`src/core/fdm_cfg.svh`:
```
// Constants for the fault detection manager: bit positions, source codes, timing.
// Assumes a 125 MHz system clock; included by the fault manager design only.
`ifndef FDM_CFG_SVH
`define FDM_CFG_SVH

// Supply status bits
`define FDM_SUP_BATTERY_FAIL_FLAG_BIT   0
`define FDM_SUP_HOT_BIT       1
`define FDM_SUP_UNDER_BIT     2
`define FDM_SUP_OVER_BIT      3
// Bus transceiver status bits
`define FDM_BUS_HOT_BIT       1
`define FDM_BUS_DOM_BIT       2
`define FDM_BUS_SHORT_BIT     3
// High side status bits
`define FDM_HS1_CL_BIT        0
`define FDM_HS1_OP_BIT        1
`define FDM_HS2_CL_BIT        2
`define FDM_HS2_OP_BIT        3
// Watchdog status bits
`define FDM_WD_ERR_BIT        2
`define FDM_WD_TO_BIT         3
// Interrupt source codes
`define FDM_SRC_NONE          4'h0
`define FDM_SRC_SUPPLY        4'h5
`define FDM_SRC_BUS           4'h4
`define FDM_SRC_HS            4'h2
// Status reset value
`define FDM_STAT_RST          4'h0
// Timing
`define FDM_CLK_HZ            125000000
`define FDM_DOM_TIME_MS       1000
`define FDM_NRQ_TIME_MS       150
`define FDM_WD_INT_TIME_MS    150
`define FDM_DOM_CYC           ((`FDM_CLK_HZ / 1000) * `FDM_DOM_TIME_MS)
`define FDM_NRQ_CYC           ((`FDM_CLK_HZ / 1000) * `FDM_NRQ_TIME_MS)
`define FDM_WD_INT_CYC        ((`FDM_CLK_HZ / 1000) * `FDM_WD_INT_TIME_MS)

`endif

```
`src/core/fdm_pkg.sv`:
```
// Types shared by the fault detection manager.
// Assumes nothing beyond the constants header.
package fdm_pkg;

   typedef enum logic [2:0] {
      FDM_RESET,
      FDM_NORMAL_REQ,
      FDM_NORMAL,
      FDM_STOP,
      FDM_SLEEP
   } fdm_mode_t;

endpackage

```
`src/core/fdm_fault_manager.sv`:
```
// Fault detection manager: latches fault flags, drives interrupt and recovery.
// Assumes fault conditions arrive as synchronous levels from analog monitors,
// and that the serial port decodes host reads, writes and mode commands.
//
// Contract
// Supply over, under and regulator-hot set flags 3,2,1; interrupt code 0101.
// Regulator overtemperature: regulator off, reset, then sleep, no flag.
// Receive short in normal modes disables transmitter, flag bit 3, re-enable when clear.
// Transmit low over 1 s disables transmitter, flag bit 2; driver hot bit 1; code 0100.
// High side hot: drivers off, all flags set, code 0010, re-enable on write.
// Floating watchdog pin selects 150 ms internal timebase, error flag bit 2.
// In reset, regulator under with supply-under flag clear goes to sleep.
// Fault flags stay readable after return to normal modes.
// Interrupts only in normal, normal-request or stop mode.
// Masked source keeps interrupt high and sets no source flag.
// Supply over in normal with shutdown enable disables drivers until write.
// Open-load and current-limit flags per driver, no interrupt.
// Watchdog clear outside window or overflow resets host, timeout flag bit 3.
// No normal command within request timeout re-enters reset mode.
// Reset held to host while regulator under, except in sleep.
// Battery-fail flag bit 0 after collapse then power-up, cleared when gone.
`include "fdm_cfg.svh"

module fdm_fault_manager
   import fdm_pkg::*;
#(
   parameter int unsigned DOM_CYC    = `FDM_DOM_CYC,
   parameter int unsigned NRQ_CYC    = `FDM_NRQ_CYC,
   parameter int unsigned WD_INT_CYC = `FDM_WD_INT_CYC
) (
   input  wire logic       clk,
   input  wire logic       rstn,
   // Fault condition levels
   input  wire logic       supply_collapse,
   input  wire logic       supply_over,
   input  wire logic       supply_under,
   input  wire logic       regulator_under,
   input  wire logic       regulator_warn,
   input  wire logic       regulator_hot,
   input  wire logic       receive_short,
   input  wire logic       transmit_in,
   input  wire logic       bus_driver_hot,
   input  wire logic       high_side_hot,
   input  wire logic [1:0] open_load,
   input  wire logic [1:0] current_limit,
   input  wire logic       watchdog_config_floating,
   input  wire logic       watchdog_config_grounded,
   // Host requests decoded from the serial port, plus the wake-up event
   input  wire logic       cmd_normal,
   input  wire logic       cmd_stop,
   input  wire logic       cmd_sleep,
   input  wire logic       watchdog_clear,
   input  wire logic       wake_up,
   input  wire logic       high_side_control_wr,
   input  wire logic [1:0] high_side_control_on,
   input  wire logic       high_voltage_shutdown_enable,
   input  wire logic [2:0] interrupt_mask,
   input  wire logic       rd_supply_status,
   input  wire logic       rd_bus_transceiver_status,
   input  wire logic       rd_high_side_status,
   input  wire logic       rd_watchdog_status,
   input  wire logic       rd_interrupt_source,
   // Outputs
   output logic [3:0]      supply_status,
   output logic [3:0]      bus_transceiver_status,
   output logic [3:0]      high_side_status,
   output logic [3:0]      watchdog_status,
   output logic [3:0]      interrupt_source,
   output logic            irq_n,
   output logic            host_reset_n,
   output logic            regulator_enable,
   output logic            transmitter_enable,
   output logic [1:0]      high_side_enable,
   output logic            watchdog_internal_base,
   output fdm_mode_t       mode
);

   // ************************************************************
   // Mode sequencing and watchdog
   // ************************************************************
   fdm_mode_t   mode_q, mode_d;
   logic [31:0] tmr_q, tmr_d;
   logic        wd_to_q, wd_to_d;
   logic        wd_err_q, wd_err_d;
   logic        wd_base_q, wd_base_d;
   logic        reg_off_q, reg_off_d;
   logic        wd_fault;
   logic [3:0]  supply_status_q, supply_status_d;

   // Window: first half closed, second half open, full period overflows
   assign wd_fault = (mode_q == FDM_NORMAL) && !watchdog_config_grounded &&
                     ((watchdog_clear && (tmr_q < WD_INT_CYC / 2)) ||
                      (tmr_q >= WD_INT_CYC - 1));

   always_comb begin
      mode_d    = mode_q;
      tmr_d     = tmr_q + 32'h1;
      wd_to_d   = wd_to_q;
      wd_err_d  = wd_err_q;
      wd_base_d = wd_base_q;
      reg_off_d = reg_off_q;
      case (mode_q)
         FDM_RESET: begin
            tmr_d = 32'h0;
            wd_err_d  = watchdog_config_floating;
            wd_base_d = watchdog_config_floating;
            if (regulator_under && !supply_status_q[`FDM_SUP_UNDER_BIT]) begin
               mode_d = FDM_SLEEP;
            end else if (reg_off_q) begin
               mode_d = FDM_SLEEP;
            end else if (!regulator_under) begin
               mode_d = watchdog_config_grounded ? FDM_NORMAL : FDM_NORMAL_REQ;
            end
         end
         FDM_NORMAL_REQ: begin
            if (cmd_normal) begin
               mode_d  = FDM_NORMAL;
               tmr_d   = 32'h0;
               wd_to_d = 1'b0;
            end else if (tmr_q >= NRQ_CYC - 1) begin
               mode_d = FDM_RESET;
            end
         end
         FDM_NORMAL: begin
            if (wd_fault) begin
               mode_d  = FDM_RESET;
               wd_to_d = 1'b1;
            end else if (cmd_sleep) begin
               mode_d = FDM_SLEEP;
            end else if (cmd_stop) begin
               mode_d = FDM_STOP;
            end else if (watchdog_clear) begin
               tmr_d = 32'h0;
            end
         end
         FDM_STOP: begin
            tmr_d = 32'h0;
            if (wake_up) begin
               mode_d = FDM_NORMAL_REQ;
            end
         end
         FDM_SLEEP: begin
            tmr_d = 32'h0;
            if (wake_up) begin
               mode_d    = FDM_RESET;
               reg_off_d = 1'b0;
            end
         end
         default: mode_d = FDM_RESET;
      endcase
      if (regulator_hot && mode_q != FDM_SLEEP) begin
         mode_d    = FDM_RESET;
         reg_off_d = 1'b1;
      end
   end

   always_ff @(posedge clk) begin
      if (!rstn) begin
         mode_q    <= FDM_RESET;
         tmr_q     <= 32'h0;
         wd_to_q   <= 1'b0;
         wd_err_q  <= 1'b0;
         wd_base_q <= 1'b0;
         reg_off_q <= 1'b0;
      end else begin
         mode_q    <= mode_d;
         tmr_q     <= tmr_d;
         wd_to_q   <= wd_to_d;
         wd_err_q  <= wd_err_d;
         wd_base_q <= wd_base_d;
         reg_off_q <= reg_off_d;
      end
   end

   // ************************************************************
   // Fault flags and driver shutdown
   // ************************************************************
   logic [3:0]  bus_status_q, bus_status_d;
   logic [3:0]  hs_status_q, hs_status_d;
   logic [3:0]  src_q, src_d;
   logic [31:0] dom_cnt_q, dom_cnt_d;
   logic        tx_off_q, tx_off_d;
   logic [1:0]  hs_off_q, hs_off_d;
   logic        normal_any, irq_mode, dom_hit;
   logic        sup_ev, bus_ev, hs_ev;
   logic [3:0]  hs_live;

   assign normal_any = (mode_q == FDM_NORMAL) || (mode_q == FDM_NORMAL_REQ);
   assign irq_mode   = normal_any || (mode_q == FDM_STOP);
   assign dom_hit    = (dom_cnt_q >= DOM_CYC);
   assign sup_ev     = (supply_over || supply_under) && normal_any ||
                       regulator_warn && (mode_q != FDM_STOP) && (mode_q != FDM_SLEEP);
   assign bus_ev     = normal_any && (receive_short || dom_hit || bus_driver_hot);
   assign hs_ev      = normal_any && high_side_hot;

   // Per-driver open-load and current-limit live bits
   generate
      for (genvar i = 0; i < 2; i++) begin : g_hs
         assign hs_live[2*i]   = current_limit[i];
         assign hs_live[2*i+1] = open_load[i];
      end
   endgenerate

   always_comb begin
      supply_status_d = supply_status_q;
      bus_status_d    = bus_status_q;
      src_d           = src_q;
      dom_cnt_d       = transmit_in ? 32'h0 : (dom_hit ? dom_cnt_q : dom_cnt_q + 32'h1);
      tx_off_d        = tx_off_q;
      hs_off_d        = hs_off_q;
      // Battery fail follows the collapse condition
      supply_status_d[`FDM_SUP_BATTERY_FAIL_FLAG_BIT] = supply_collapse;
      // Reads clear sticky flags; new events below win over the clear
      if (rd_supply_status) begin
         supply_status_d[3:1] = 3'h0;
      end
      if (rd_bus_transceiver_status) begin
         bus_status_d = `FDM_STAT_RST;
      end
      if (rd_interrupt_source) begin
         src_d = `FDM_SRC_NONE;
      end
      if (normal_any && supply_over) begin
         supply_status_d[`FDM_SUP_OVER_BIT] = 1'b1;
      end
      if (normal_any && supply_under) begin
         supply_status_d[`FDM_SUP_UNDER_BIT] = 1'b1;
      end
      if (regulator_warn && mode_q != FDM_STOP && mode_q != FDM_SLEEP) begin
         supply_status_d[`FDM_SUP_HOT_BIT] = 1'b1;
      end
      if (normal_any && receive_short) begin
         bus_status_d[`FDM_BUS_SHORT_BIT] = 1'b1;
         tx_off_d = 1'b1;
      end
      if (normal_any && dom_hit) begin
         bus_status_d[`FDM_BUS_DOM_BIT] = 1'b1;
         tx_off_d = 1'b1;
      end
      if (normal_any && bus_driver_hot) begin
         bus_status_d[`FDM_BUS_HOT_BIT] = 1'b1;
         tx_off_d = 1'b1;
      end
      if (tx_off_q && !receive_short && !bus_driver_hot && transmit_in) begin
         tx_off_d = 1'b0;
      end
      // High side re-enable by control write once conditions are gone
      if (high_side_control_wr && !high_side_hot && !supply_over) begin
         hs_off_d = 2'b00;
      end
      if (hs_ev) begin
         hs_off_d = 2'b11;
      end
      if (mode_q == FDM_NORMAL && supply_over && high_voltage_shutdown_enable) begin
         hs_off_d = 2'b11;
      end
      // Source code, priority high side, bus, supply; masked sources set nothing
      if (irq_mode) begin
         if (hs_ev && interrupt_mask[2]) begin
            src_d = `FDM_SRC_HS;
         end else if (bus_ev && interrupt_mask[1]) begin
            src_d = `FDM_SRC_BUS;
         end else if (sup_ev && interrupt_mask[0]) begin
            src_d = `FDM_SRC_SUPPLY;
         end
      end
   end

   always_comb begin
      hs_status_d = hs_live;
      if (hs_ev) begin
         hs_status_d = 4'hf;
      end
   end

   always_ff @(posedge clk) begin
      if (!rstn) begin
         supply_status_q <= `FDM_STAT_RST;
         bus_status_q    <= `FDM_STAT_RST;
         hs_status_q     <= `FDM_STAT_RST;
         src_q           <= `FDM_SRC_NONE;
         dom_cnt_q       <= 32'h0;
         tx_off_q        <= 1'b0;
         hs_off_q        <= 2'b00;
      end else begin
         supply_status_q <= supply_status_d;
         bus_status_q    <= bus_status_d;
         hs_status_q     <= hs_status_d;
         src_q           <= src_d;
         dom_cnt_q       <= dom_cnt_d;
         tx_off_q        <= tx_off_d;
         hs_off_q        <= hs_off_d;
      end
   end

   // ************************************************************
   // Outputs
   // ************************************************************
   assign supply_status          = supply_status_q;
   assign bus_transceiver_status = bus_status_q;
   assign high_side_status       = hs_status_q;
   assign watchdog_status        = {wd_to_q, wd_err_q, 2'b00};
   assign interrupt_source       = src_q;
   assign irq_n                  = (src_q == `FDM_SRC_NONE);
   assign host_reset_n           = (mode_q != FDM_RESET) &&
                                   !(regulator_under && mode_q != FDM_SLEEP);
   assign regulator_enable       = !reg_off_q && (mode_q != FDM_SLEEP);
   assign transmitter_enable     = normal_any && !tx_off_q;
   assign high_side_enable       = high_side_control_on & ~hs_off_q;
   assign watchdog_internal_base = wd_base_q;
   assign mode                   = mode_q;

endmodule

```
`config.mk`:
```
export PLATFORM = sky130hd
export DESIGN_NAME = fdm_fault_manager
export DESIGN_NICKNAME = d
export VERILOG_FILES = /design/src/core/fdm_pkg.sv /design/src/core/fdm_fault_manager.sv
export VERILOG_INCLUDE_DIRS = /design/src /design/src/core
export SDC_FILE = /design/constraint.sdc
export NUM_CORES = 1
export LEC_CHECK = 0
export BUFFER_PORTS_ARGS = -buffer_cell sky130_fd_sc_hd__buf_4
export CAP_MARGIN = 20
export CORE_MARGIN = 4
export CORE_UTILIZATION = 52
export DETAILED_ROUTE_END_ITERATION = 10
export PLACE_DENSITY = 0.76
export RECOVER_POWER = 50
export SKIP_LAST_GASP = 1
export SLEW_MARGIN = 30
export SYNTH_ARGS = -nofsm -noshare
export SYNTH_HDL_FRONTEND = slang
export SYNTH_SLANG_ARGS = --single-unit
```
`constraint.sdc`:
```
create_clock -name clk -period 2 [get_ports clk]
set_clock_uncertainty 0.2 [all_clocks]
set_input_delay 0.2 -clock clk [delete_from_list [all_inputs] [get_ports clk]]
set_output_delay 0.2 -clock clk [all_outputs]
set_load 0.005 [all_outputs]
```
==> flow_summary_export.csv, run 1 <==
group,metric,value,unit
global_route,grtUsageMet1,35.3,%
synth,synth_edf_count,0,
timing,relSlewSlack,61.9,%
placed_design,hpwl,9260,um
synth,ys_top_cells_by_count,"87 x dfxtp_1, 75 x nand2_1, 34 x a21oi_1",
floorplan,die_h,103,um
floorplan,ios,65,
timing,min_period,2.26,ns
synth,synth_area_leaders,"dfxtp_1 37%, nand2_1 6.0%, xor2_1 4.1%, nor2_2 4.0%, a21oi_1 3.6%",
synth,syn_area,4730,um^2
clock_network,cts_root_buffer,"clkbuf_8",
synth,synth_top_area_share,36.8,%
global_route,grt.met3_usage,5.63,%
global_route,grt_pass1_wl,24400,um
detailed_routing,antenna_left,0,
global_route,grt_overflow,0,
power,cellInternalPower,2.69,mW
synth,synthDistinctLibCells,65,
timing,slew_viol_final,0,
global_route,grtUsageTotal,28.6,%
setup_path,worstSetupPathType,"register to register",
power,switchingPower,0.941,mW
power,power.density,522,nW/um^2
clock_network,cts_tree,"done",
power,switching_share,25.9,%
clock_network,clockBufferDepth,2,
setup_path,arrival,2.33,ns
detailed_routing,vias_per_cell,6.10,
placed_design,place_area,5890,um^2
setup_path,required,2.07,ns
detailed_routing,drt_iter0_markers,377,
flow_run,max_cap_viol_count,0,
global_route,use_met2,48.4,%
synth,synth_top_cell_by_area,"dfxtp_1",
synth,yosys_warnings,0,
synth,ys_ff_latch,87,
clock_network,path_clk_slew,0.09,ns
power,comb_power_share,11.7,%
detailed_routing,drt-wirelength-per-cell,18.5,um
clock_network,clk_latency,0.38,ns
status,violations,"setup timing",
setup_path,start_kind,"register",
clock_network,numClockSinks,87,
placed_design,io_buffers,59,
timing,hold_viol_final,0,
detailed_routing,post-route-drc-count,0,
timing,worstMarginPinSlew,0.571,ns
timing,finalCritPeriodShare,113,%
setup_path,path_max_fanout,2,
synth,synth-async-reset-ratio,0,%
detailed_routing,num_vias,5301,
timing,setup_viol,68,
synth,syn_inst,583,
cells_and_area,drive_gt1_share,40.9,%
timing,postLayoutSetupSlackWorst,-0.262,ns
cells_and_area,nNetsFinal,794,
clock_network,numCtsBuffers,9,
synth,synth_seq_area_share,36.8,%
setup_path,cp-end-kind,"register",
detailed_routing,totalWireLength,16100,um
floorplan,core_area,8810,um^2
global_route,grt_max_degree,26,
cells_and_area,antenna_cells,0,
status,status,"complete, but fails checks",
floorplan,die_width,103,um
global_route,antenna_found_initial,0,
power,p_seq_share,48.8,%
cells_and_area,stdcell_area,6950,um^2
power,pwr-share-clk,39.5,%
cells_and_area,area_growth,47.0,%
floorplan,dieArea,10700,um^2
synth,ys.flop_type,"dfxtp_1",
power,peakVddDrop,0.383,mV
global_route,grt-busiest-layer,"met2",
timing,rsz0062_at_grt,"yes",
global_route,grt_pass1_vias,5180,
floorplan,initial_core_util,53.7,%
clock_network,h-tree-depth,3,
power,power.leakage,2.78,nW
synth,avgSynthCellArea,8.11,um^2
timing,fmax,442,MHz
hold_path,hold_class,"input pin to register",
placed_design,place.gp.congestion,0.855,
cells_and_area,fin_util,79.0,%
detailed_routing,drt-pass1-iter-count,6,
floorplan,num_rows,34,
synth,yosysMostFrequentCell,"dfxtp_1",
## cell families (layout without fill, tap and decap cells)
| logic type | after synthesis | after routing | share of synthesized area (%) |
|---|---|---|---|
| buffers and inverters | 50 | 226 | 5.47 |
| adder cells (fa/ha/maj) | 3 | 3 | 0.794 |
| XOR/XNOR | 31 | 31 | 5.74 |
| AO/OA/AOI/OAI | 110 | 110 | 15.5 |
| AND/OR/NAND/NOR | 296 | 296 | 34.5 |
| multiplexers | 5 | 5 | 1.06 |
| flip-flops | 87 | 87 | 36.8 |
| other | 1 | 3 | 0.0793 |
## timing repair
action | 4_1_cts | 5_1_grt
setup buffers | 16 | 6
hold endpoints to repair | 21 | 0
hold buffers | 19 | 0
resized for setup | 64 | 70
pin swaps | 43 | 45
gates cloned | 2 | 0
endpoints found under the setup margin | 70 | 71
## critical path, cell delays in order, from the launching register on
cell,delay [ns]
dfxtp_2,0.33
or3_4,0.38
or3b_4,0.38
o21a_1,0.21
o211ai_4,0.23
buf_4,0.16
a21oi_1,0.06
o211a_1,0.20
## cell type report
type                    count  area (um^2)
multi-input cells         448         3120
fillers                   494         1850
flip-flops and latches     87         1770
repair buffers            196         1650
well taps                 108          135
clock buffers               9          124
clock inverters             7          103
inverters                  14         52.6
## final timing paths
check                   startpoint          endpoint  slack [ns]  cells after the start
setup / recovery         tmr_q[13]           mode[2]       -0.26                      7
hold / removal    rd_supply_status  supply_status[1]        0.03                      4
setup reg to reg         tmr_q[13]           mode[2]       -0.26                      7
hold reg to reg      dom_cnt_q[30]     dom_cnt_q[30]        0.28                      1
## power groups by stage
stage	Combinational [mW]	Clock (mW)	Sequential, mW
2_1_floorplan	0.166	0	1.81
3_3_place_gp	0.315	0	1.81
3_5_place_dp	0.325	0	1.81
4_1_cts	0.386	1.44	1.77
5_1_grt	0.453	1.51	1.77
6_report	0.425	1.43	1.77
## cell usage in the layout, fill, tap and decap left out, types with 7 or more instances in the layout
cell type        n
and2_1          11
xor2_1          22
o21ai_1          7
a21oi_1         23
nor4_1          15
and3_1           8
inv_1           14
clkbuf_4        14
o21ai_0          7
o21ai_2          8
and4_1           7
nor2_2          30
nand2_1         72
dfxtp_2         14
a21oi_2         10
buf_4          134
or3_4            8
nor2b_1         16
dfxtp_1         70
nor2_1          19
o21a_1           7
clkbuf_8         9
xnor2_1          9
dlygate4sd3_1   19
buf_6           13
nand3_1         19
nor3_1          16
nand4_1         16
## metrics by stage
stage / setup TNS, ns / worst slack [ns] / hold slack (ns) / instances / power, mW
after detailed placement: -6.63 / -0.213 / 0.206 / 812 / 2.13
final: -9.94 / -0.262 / 0.0312 / 869 / 3.63
after global routing: -14.39 / -0.327 / 0.0460 / 869 / 3.73
after floorplan: -2.15 / -0.0697 / 0.0778 / 585 / 1.97
after global placement: -4.08 / -0.156 / 0.204 / 812 / 2.12
after CTS: -7.46 / -0.250 / 0.00709 / 865 / 3.59
## layer usage
| layer | part of all wire, % | vias up |
|---|---|---|
| met2 | 49 | 301 |
| li1 | - | 2421 |
| met1 | 39 | 2507 |
| met4 | 3.3 | 0 |
| met3 | 8.0 | 72 |
| met5 | 0 | - |
## sequential cells by signal (all words and copies together) (netlist names)
signal                  count
dom_cnt_q                  32
tmr_q                      32
high_side_status            4
interrupt_source            4
supply_status               4
bus_transceiver_status      3
mode                        3
hs_off_q                    1
reg_off_q                   1
tx_off_q                    1
watchdog_internal_base      1
wd_to_q                     1
Note: power is estimated with default switching activity, not from simulation.
==> run 2, diff against run 1 <==
CELL_PAD_IN_SITES_DETAIL_PLACEMENT = 1   (was unset)
CELL_PAD_IN_SITES_GLOBAL_PLACEMENT = 1   (was unset)
CORE_UTILIZATION = 39   (was 52)
PLACE_DENSITY = unset   (was 0.76)
PLACE_DENSITY_LB_ADDON = 0.1   (was unset)
==> run 2 against run 1 <==
  * Largest power group is now clock
  * Highest routed layer unchanged
  * Die area up 31%
  * Critical path depth unchanged
  * Sequential share of layout area fell by 1.4 points
  * The flow still finishes with violations (setup timing)
  * Hold slack improved by 0.0091 ns
  * Critical path type unchanged
  * Global-route usage is 4.1 points lower
  * Critical endpoint unchanged
  * Largest cell class unchanged
==> flow_summary_export.csv, run 2 (synthesis results as in run 1) <==
group,metric,value,unit
timing,min_period,2.38,ns
clock_network,path_clk_slew,0.07,ns
hold_path,hold_depth,4,
detailed_routing,post-route-drc-count,0,
timing,fmax,420,MHz
clock_network,clockBufferDepth,2,
setup_path,rr_endpoint,"mode[2]",
cells_and_area,layout_commonest_cell,"buf_4",
setup_path,reg2reg_slack,-0.38,ns
floorplan,num_rows,39,
floorplan,core_area,11700,um^2
timing,slew_viol_final,0,
clock_network,numCtsBuffers,9,
hold_path,hp-start,"rd_supply_status",
timing,worstMarginPinSlew,0.511,ns
detailed_routing,drt_iter0_markers,338,
power,power.density,546,nW/um^2
placed_design,place.gp.congestion,0.838,
power,peakVddDrop,0.438,mV
cells_and_area,area_growth,56.4,%
global_route,grt_overflow,0,
timing,rsz0062_at_grt,"yes",
status,violations,"setup timing",
setup_path,cp-end-kind,"register",
cells_and_area,antenna_cells,0,
timing,hold_viol_final,0,
status,status,"complete, but fails checks",
timing,postLayoutSetupSlackWorst,-0.384,ns
detailed_routing,num_vias,5523,
setup_path,r2r_start,"tmr_q[22]",
cells_and_area,n_fill_cell,1327,
global_route,grt_pass1_vias,5653,
clock_network,cts_root_buffer,"clkbuf_16",
clock_network,h-tree-depth,3,
power,power.leakage,2.94,nW
flow_run,max_cap_viol_count,0,
cells_and_area,largestRegisters,"dom_cnt_q: 32 flops, tmr_q: 32 flops",
setup_path,arrival,2.43,ns
floorplan,initial_core_util,40.6,%
setup_path,worstSetupPathType,"register to register",
cells_and_area,multi_input_area,3260,um^2
floorplan,die_h,118,um
timing,hold_slack,0.0402,ns
setup_path,required,2.05,ns
timing,relSlewSlack,65.9,%
cells_and_area,regArea,1780,um^2
placed_design,hpwl,10900,um
hold_path,hold_class,"input pin to register",
detailed_routing,antenna_left,0,
detailed_routing,vias_per_cell,5.96,
clock_network,cts_tree,"done",
detailed_routing,totalWireLength,21300,um
detailed_routing,drt-wirelength-per-cell,23.0,um
global_route,grt_pass1_wl,28300,um
timing,finalCritPeriodShare,119,%
placed_design,io_buffers,59,
cells_and_area,drive_gt1_share,44.1,%
clock_network,clk_latency,0.36,ns
global_route,grt_max_degree,46,
floorplan,dieArea,14000,um^2
cells_and_area,nNetsFinal,816,
setup_path,rr_worst_depth,7,
cells_and_area,final_cell_mix,"151 x buf_4, 72 x dfxtp_1, 68 x nand2_1, 30 x nor2_2",
setup_path,start_kind,"register",
floorplan,ios,65,
setup_path,path_max_fanout,3,
global_route,antenna_found_initial,0,
cells_and_area,fin_util,63.4,%
clock_network,numClockSinks,87,
detailed_routing,drt-pass1-iter-count,4,
global_route,grtUsageTotal,24.4,%
hold_path,worstHoldEndpoint,"supply_status[1]",
floorplan,die_width,118,um
timing,setup_viol,65,
-- run 2: final cells by class --
| type | instances | share of cell area, % |
|---|---|---|
| multi-input cells | 448 | 44.0 |
| clock buffers | 10 | 3.23 |
| inverters | 14 | 0.710 |
| well taps | 143 | 2.42 |
| flip-flops and latches | 87 | 24.1 |
| clock inverters | 6 | 0.913 |
| repair buffers | 218 | 24.6 |
-- run 2: metal layers --
layer	routed length [um]	GRT usage, %	vias to the layer above	share of wire (%)
met5	0	0	-	0
met4	1060	10.1	0	5.0
met3	990	3.82	89	4.6
met2	10800	44.6	210	51
met1	8410	28.4	2755	40
li1	-	-	2469	-
-- run 2: worst max-delay path, stage by stage, from the launching register on --
cell and delay, ns:
dfxtp_1 0.35, nor3_1 0.36, or3b_4 0.44, o21a_1 0.21, o211ai_4 0.24, buf_4 0.17
a21oi_1 0.09, o211a_1 0.22
-- run 2: how the worst max path moves through the flow --
stage / start / to / slack [ns] / cells after the start
2_1_floorplan: tmr_q[13] / tmr_q[23] / -0.07 / 7
3_3_place_gp: tmr_q[13] / tmr_q[9] / -0.18 / 7
3_5_place_dp: tmr_q[13] / tmr_q[9] / -0.29 / 8
4_1_cts: tmr_q[13] / tmr_q[9] / -0.25 / 7
5_1_grt: tmr_q[22] / mode[2] / -0.41 / 7
6_report: tmr_q[22] / mode[2] / -0.38 / 7
-- run 2: timing repair --
| item | in CTS | in global routing |
|---|---|---|
| hold buffers | 22 | 0 |
| buffers inserted | 18 | 14 |
| gates cloned | 1 | 1 |
| pin swaps | 42 | 46 |
| endpoints found under the setup margin | 65 | 73 |
| gates resized for setup | 82 | 85 |
| endpoints found under the hold margin | 19 | 0 |
-- run 2: report_power, final --
part / switching, mW / internal [mW] / leakage [nW]
combinational: 0.228 / 0.227 / 2.08
sequential: 0.0189 / 1.74 / 0.713
clock: 0.818 / 1.01 / 0.145
-- run 2: stage by stage --
stage | cell area, um^2 | power [mW] | std cells | worst slack (ns) | TNS (ns)
finish | 7400 | 4.04 | 926 | -0.384 | -14.80
global route | 7400 | 4.14 | 926 | -0.409 | -18.63
CTS | 7000 | 3.94 | 916 | -0.248 | -9.64
detailed placement | 6030 | 2.15 | 859 | -0.291 | -10.81
global placement | 6030 | 2.14 | 859 | -0.175 | -5.01
floorplan | 4760 | 1.97 | 585 | -0.0697 | -2.15
==> run 3, diff against run 2 <==
CORE_MARGIN = unset   (was 4)
==> run 3 against run 2 <==
  * The flow still finishes with violations (setup timing)
  * Critical path depth fell by 2
  * Power is 6.0% lower
  * Combinational power down 11%
  * Largest cell class unchanged
  * Highest routed layer unchanged
==> flow_summary_export.csv, run 3 (synthesis results as in run 1) <==
group,metric,value,unit
status,status,"complete, but fails checks",
status,violations,"setup timing",
timing,slew_viol_final,0,
hold_path,worstHoldEndpoint,"tx_off_q",
cells_and_area,stdcell_area,7250,um^2
cells_and_area,area_growth,53.2,%
setup_path,required,2.07,ns
detailed_routing,num_vias,5182,
clock_network,cts_tree,"done",
timing,postLayoutSetupSlackWorst,-0.264,ns
detailed_routing,post-route-drc-count,0,
setup_path,worstSetupPathType,"register to register",
setup_path,rr_endpoint,"dom_cnt_q[6]",
setup_path,reg2reg_slack,-0.26,ns
cells_and_area,final_cell_mix,"158 x buf_4, 72 x dfxtp_1, 71 x nand2_1, 30 x nor2_2, 22 x xor2_1",
floorplan,ios,65,
setup_path,path_max_fanout,6,
floorplan,num_rows,39,
power,power.leakage,2.89,nW
setup_path,start_kind,"register",
power,peakVddDrop,0.371,mV
cells_and_area,drive_gt1_share,45.3,%
clock_network,numClockSinks,87,
floorplan,initial_core_util,40.7,%
placed_design,place_area,6040,um^2
global_route,grt_overflow,0,
timing,finalCritPeriodShare,113,%
cells_and_area,n_fill_cell,1370,
timing,rsz0062_at_grt,"yes",
placed_design,hpwl,10600,um
global_route,antenna_found_initial,0,
timing,relSlewSlack,34.5,%
timing,hold_viol_final,0,
global_route,grt_pass1_wl,27000,um
setup_path,rr_worst_depth,5,
placed_design,dp_cells,864,
floorplan,dieArea,12600,um^2
global_route,grt_max_degree,55,
placed_design,place.gp.congestion,0.887,
floorplan,die_h,112,um
setup_path,cp-end-kind,"register",
detailed_routing,totalWireLength,17900,um
clock_network,h-tree-depth,3,
cells_and_area,largestRegisters,"dom_cnt_q: 32 flops, tmr_q: 32 flops",
detailed_routing,vias_per_cell,5.62,
timing,worstMarginPinSlew,0.982,ns
clock_network,clk_latency,0.35,ns
hold_path,hold_class,"input pin to register",
global_route,grtUsageTotal,26.6,%
floorplan,core_area,11600,um^2
placed_design,place_ws,-0.211,ns
clock_network,cts_root_buffer,"clkbuf_16",
cells_and_area,final_cells,922,
global_route,grt_pass1_vias,5660,
clock_network,numCtsBuffers,9,
clock_network,clockBufferDepth,2,
floorplan,die_width,112,um
cells_and_area,layout_commonest_cell,"buf_4",
cells_and_area,nNetsFinal,812,
setup_path,crit_start,"dom_cnt_q[18]",
hold_path,hold_depth,4,
flow_run,max_cap_viol_count,0,
timing,setup_viol,63,
detailed_routing,antenna_left,0,
power,power.density,524,nW/um^2
hold_path,hp-start,"transmit_in",
detailed_routing,drt-pass1-iter-count,4,
placed_design,io_buffers,59,
timing,fmax,442,MHz
setup_path,r2r_start,"dom_cnt_q[18]",
detailed_routing,drt_iter0_markers,272,
detailed_routing,drt-wirelength-per-cell,19.4,um
clock_network,path_clk_slew,0.07,ns
cells_and_area,antenna_cells,0,
setup_path,arrival,2.34,ns
timing,min_period,2.26,ns
## run 3: timing repair
action                     4_1_cts  5_1_grt
gates resized for setup         78       72
cloned                           2        1
pin swaps                       47       25
setup buffers                   15       12
hold endpoints to repair        18        0
hold buffers                    17        0
setup endpoints to repair       69       70
## run 3: layout make-up
| cell class | instances | area (um^2) | share of cell area [%] |
|---|---|---|---|
| tap | 143 | 179 | 2.47 |
| multi-input combinational | 448 | 3230 | 44.6 |
| inverter | 14 | 52.6 | 0.725 |
| sequential | 87 | 1770 | 24.4 |
| clock buffer | 12 | 256 | 3.54 |
| clock inverter | 4 | 20.0 | 0.276 |
| timing repair buffer | 214 | 1740 | 23.9 |
## run 3: report_power, final
group          switching, mW  total, mW  internal, mW  leakage (nW)
Sequential            0.0160       1.76          1.75         0.712
Combinational          0.198      0.407         0.209          2.04
Clock                  0.724       1.63         0.903         0.142
## run 3: how the worst max path moves through the flow
stage | endpoint | slack [ns]
2_1_floorplan | tmr_q[23] | -0.07
3_3_place_gp | tmr_q[9] | -0.16
3_5_place_dp | tmr_q[9] | -0.21
4_1_cts | tmr_q[0] | -0.23
5_1_grt | dom_cnt_q[6] | -0.37
6_report | dom_cnt_q[6] | -0.26
## run 3: worst max-delay path: stages, from the launching register on
cell     delay, ns
dfxtp_1       0.35
nor3_1        0.58
a21oi_4       0.20
buf_6         0.18
or4_1         0.50
a21oi_1       0.16
## run 3: metrics by stage
step	hold slack (ns)	TNS, ns	utilization, %	total power, mW
2_1_floorplan	0.0778	-2.15	-	1.97
3_3_place_gp	0.202	-6.20	52.0	2.13
3_5_place_dp	0.206	-9.08	52.0	2.14
4_1_cts	0.00361	-6.46	59.2	3.80
5_1_grt	0.0600	-16.08	62.4	3.92
6_report	0.0195	-10.57	62.4	3.80
## run 3: routing by layer
metal / up-vias / global-route usage (%) / routed length [um]
li1: 2451 / - / -
met1: 2582 / 31.9 / 7610
met2: 119 / 48.0 / 9340
met3: 30 / 4.00 / 594
met4: 0 / 10.1 / 333
met5: - / 0 / 0
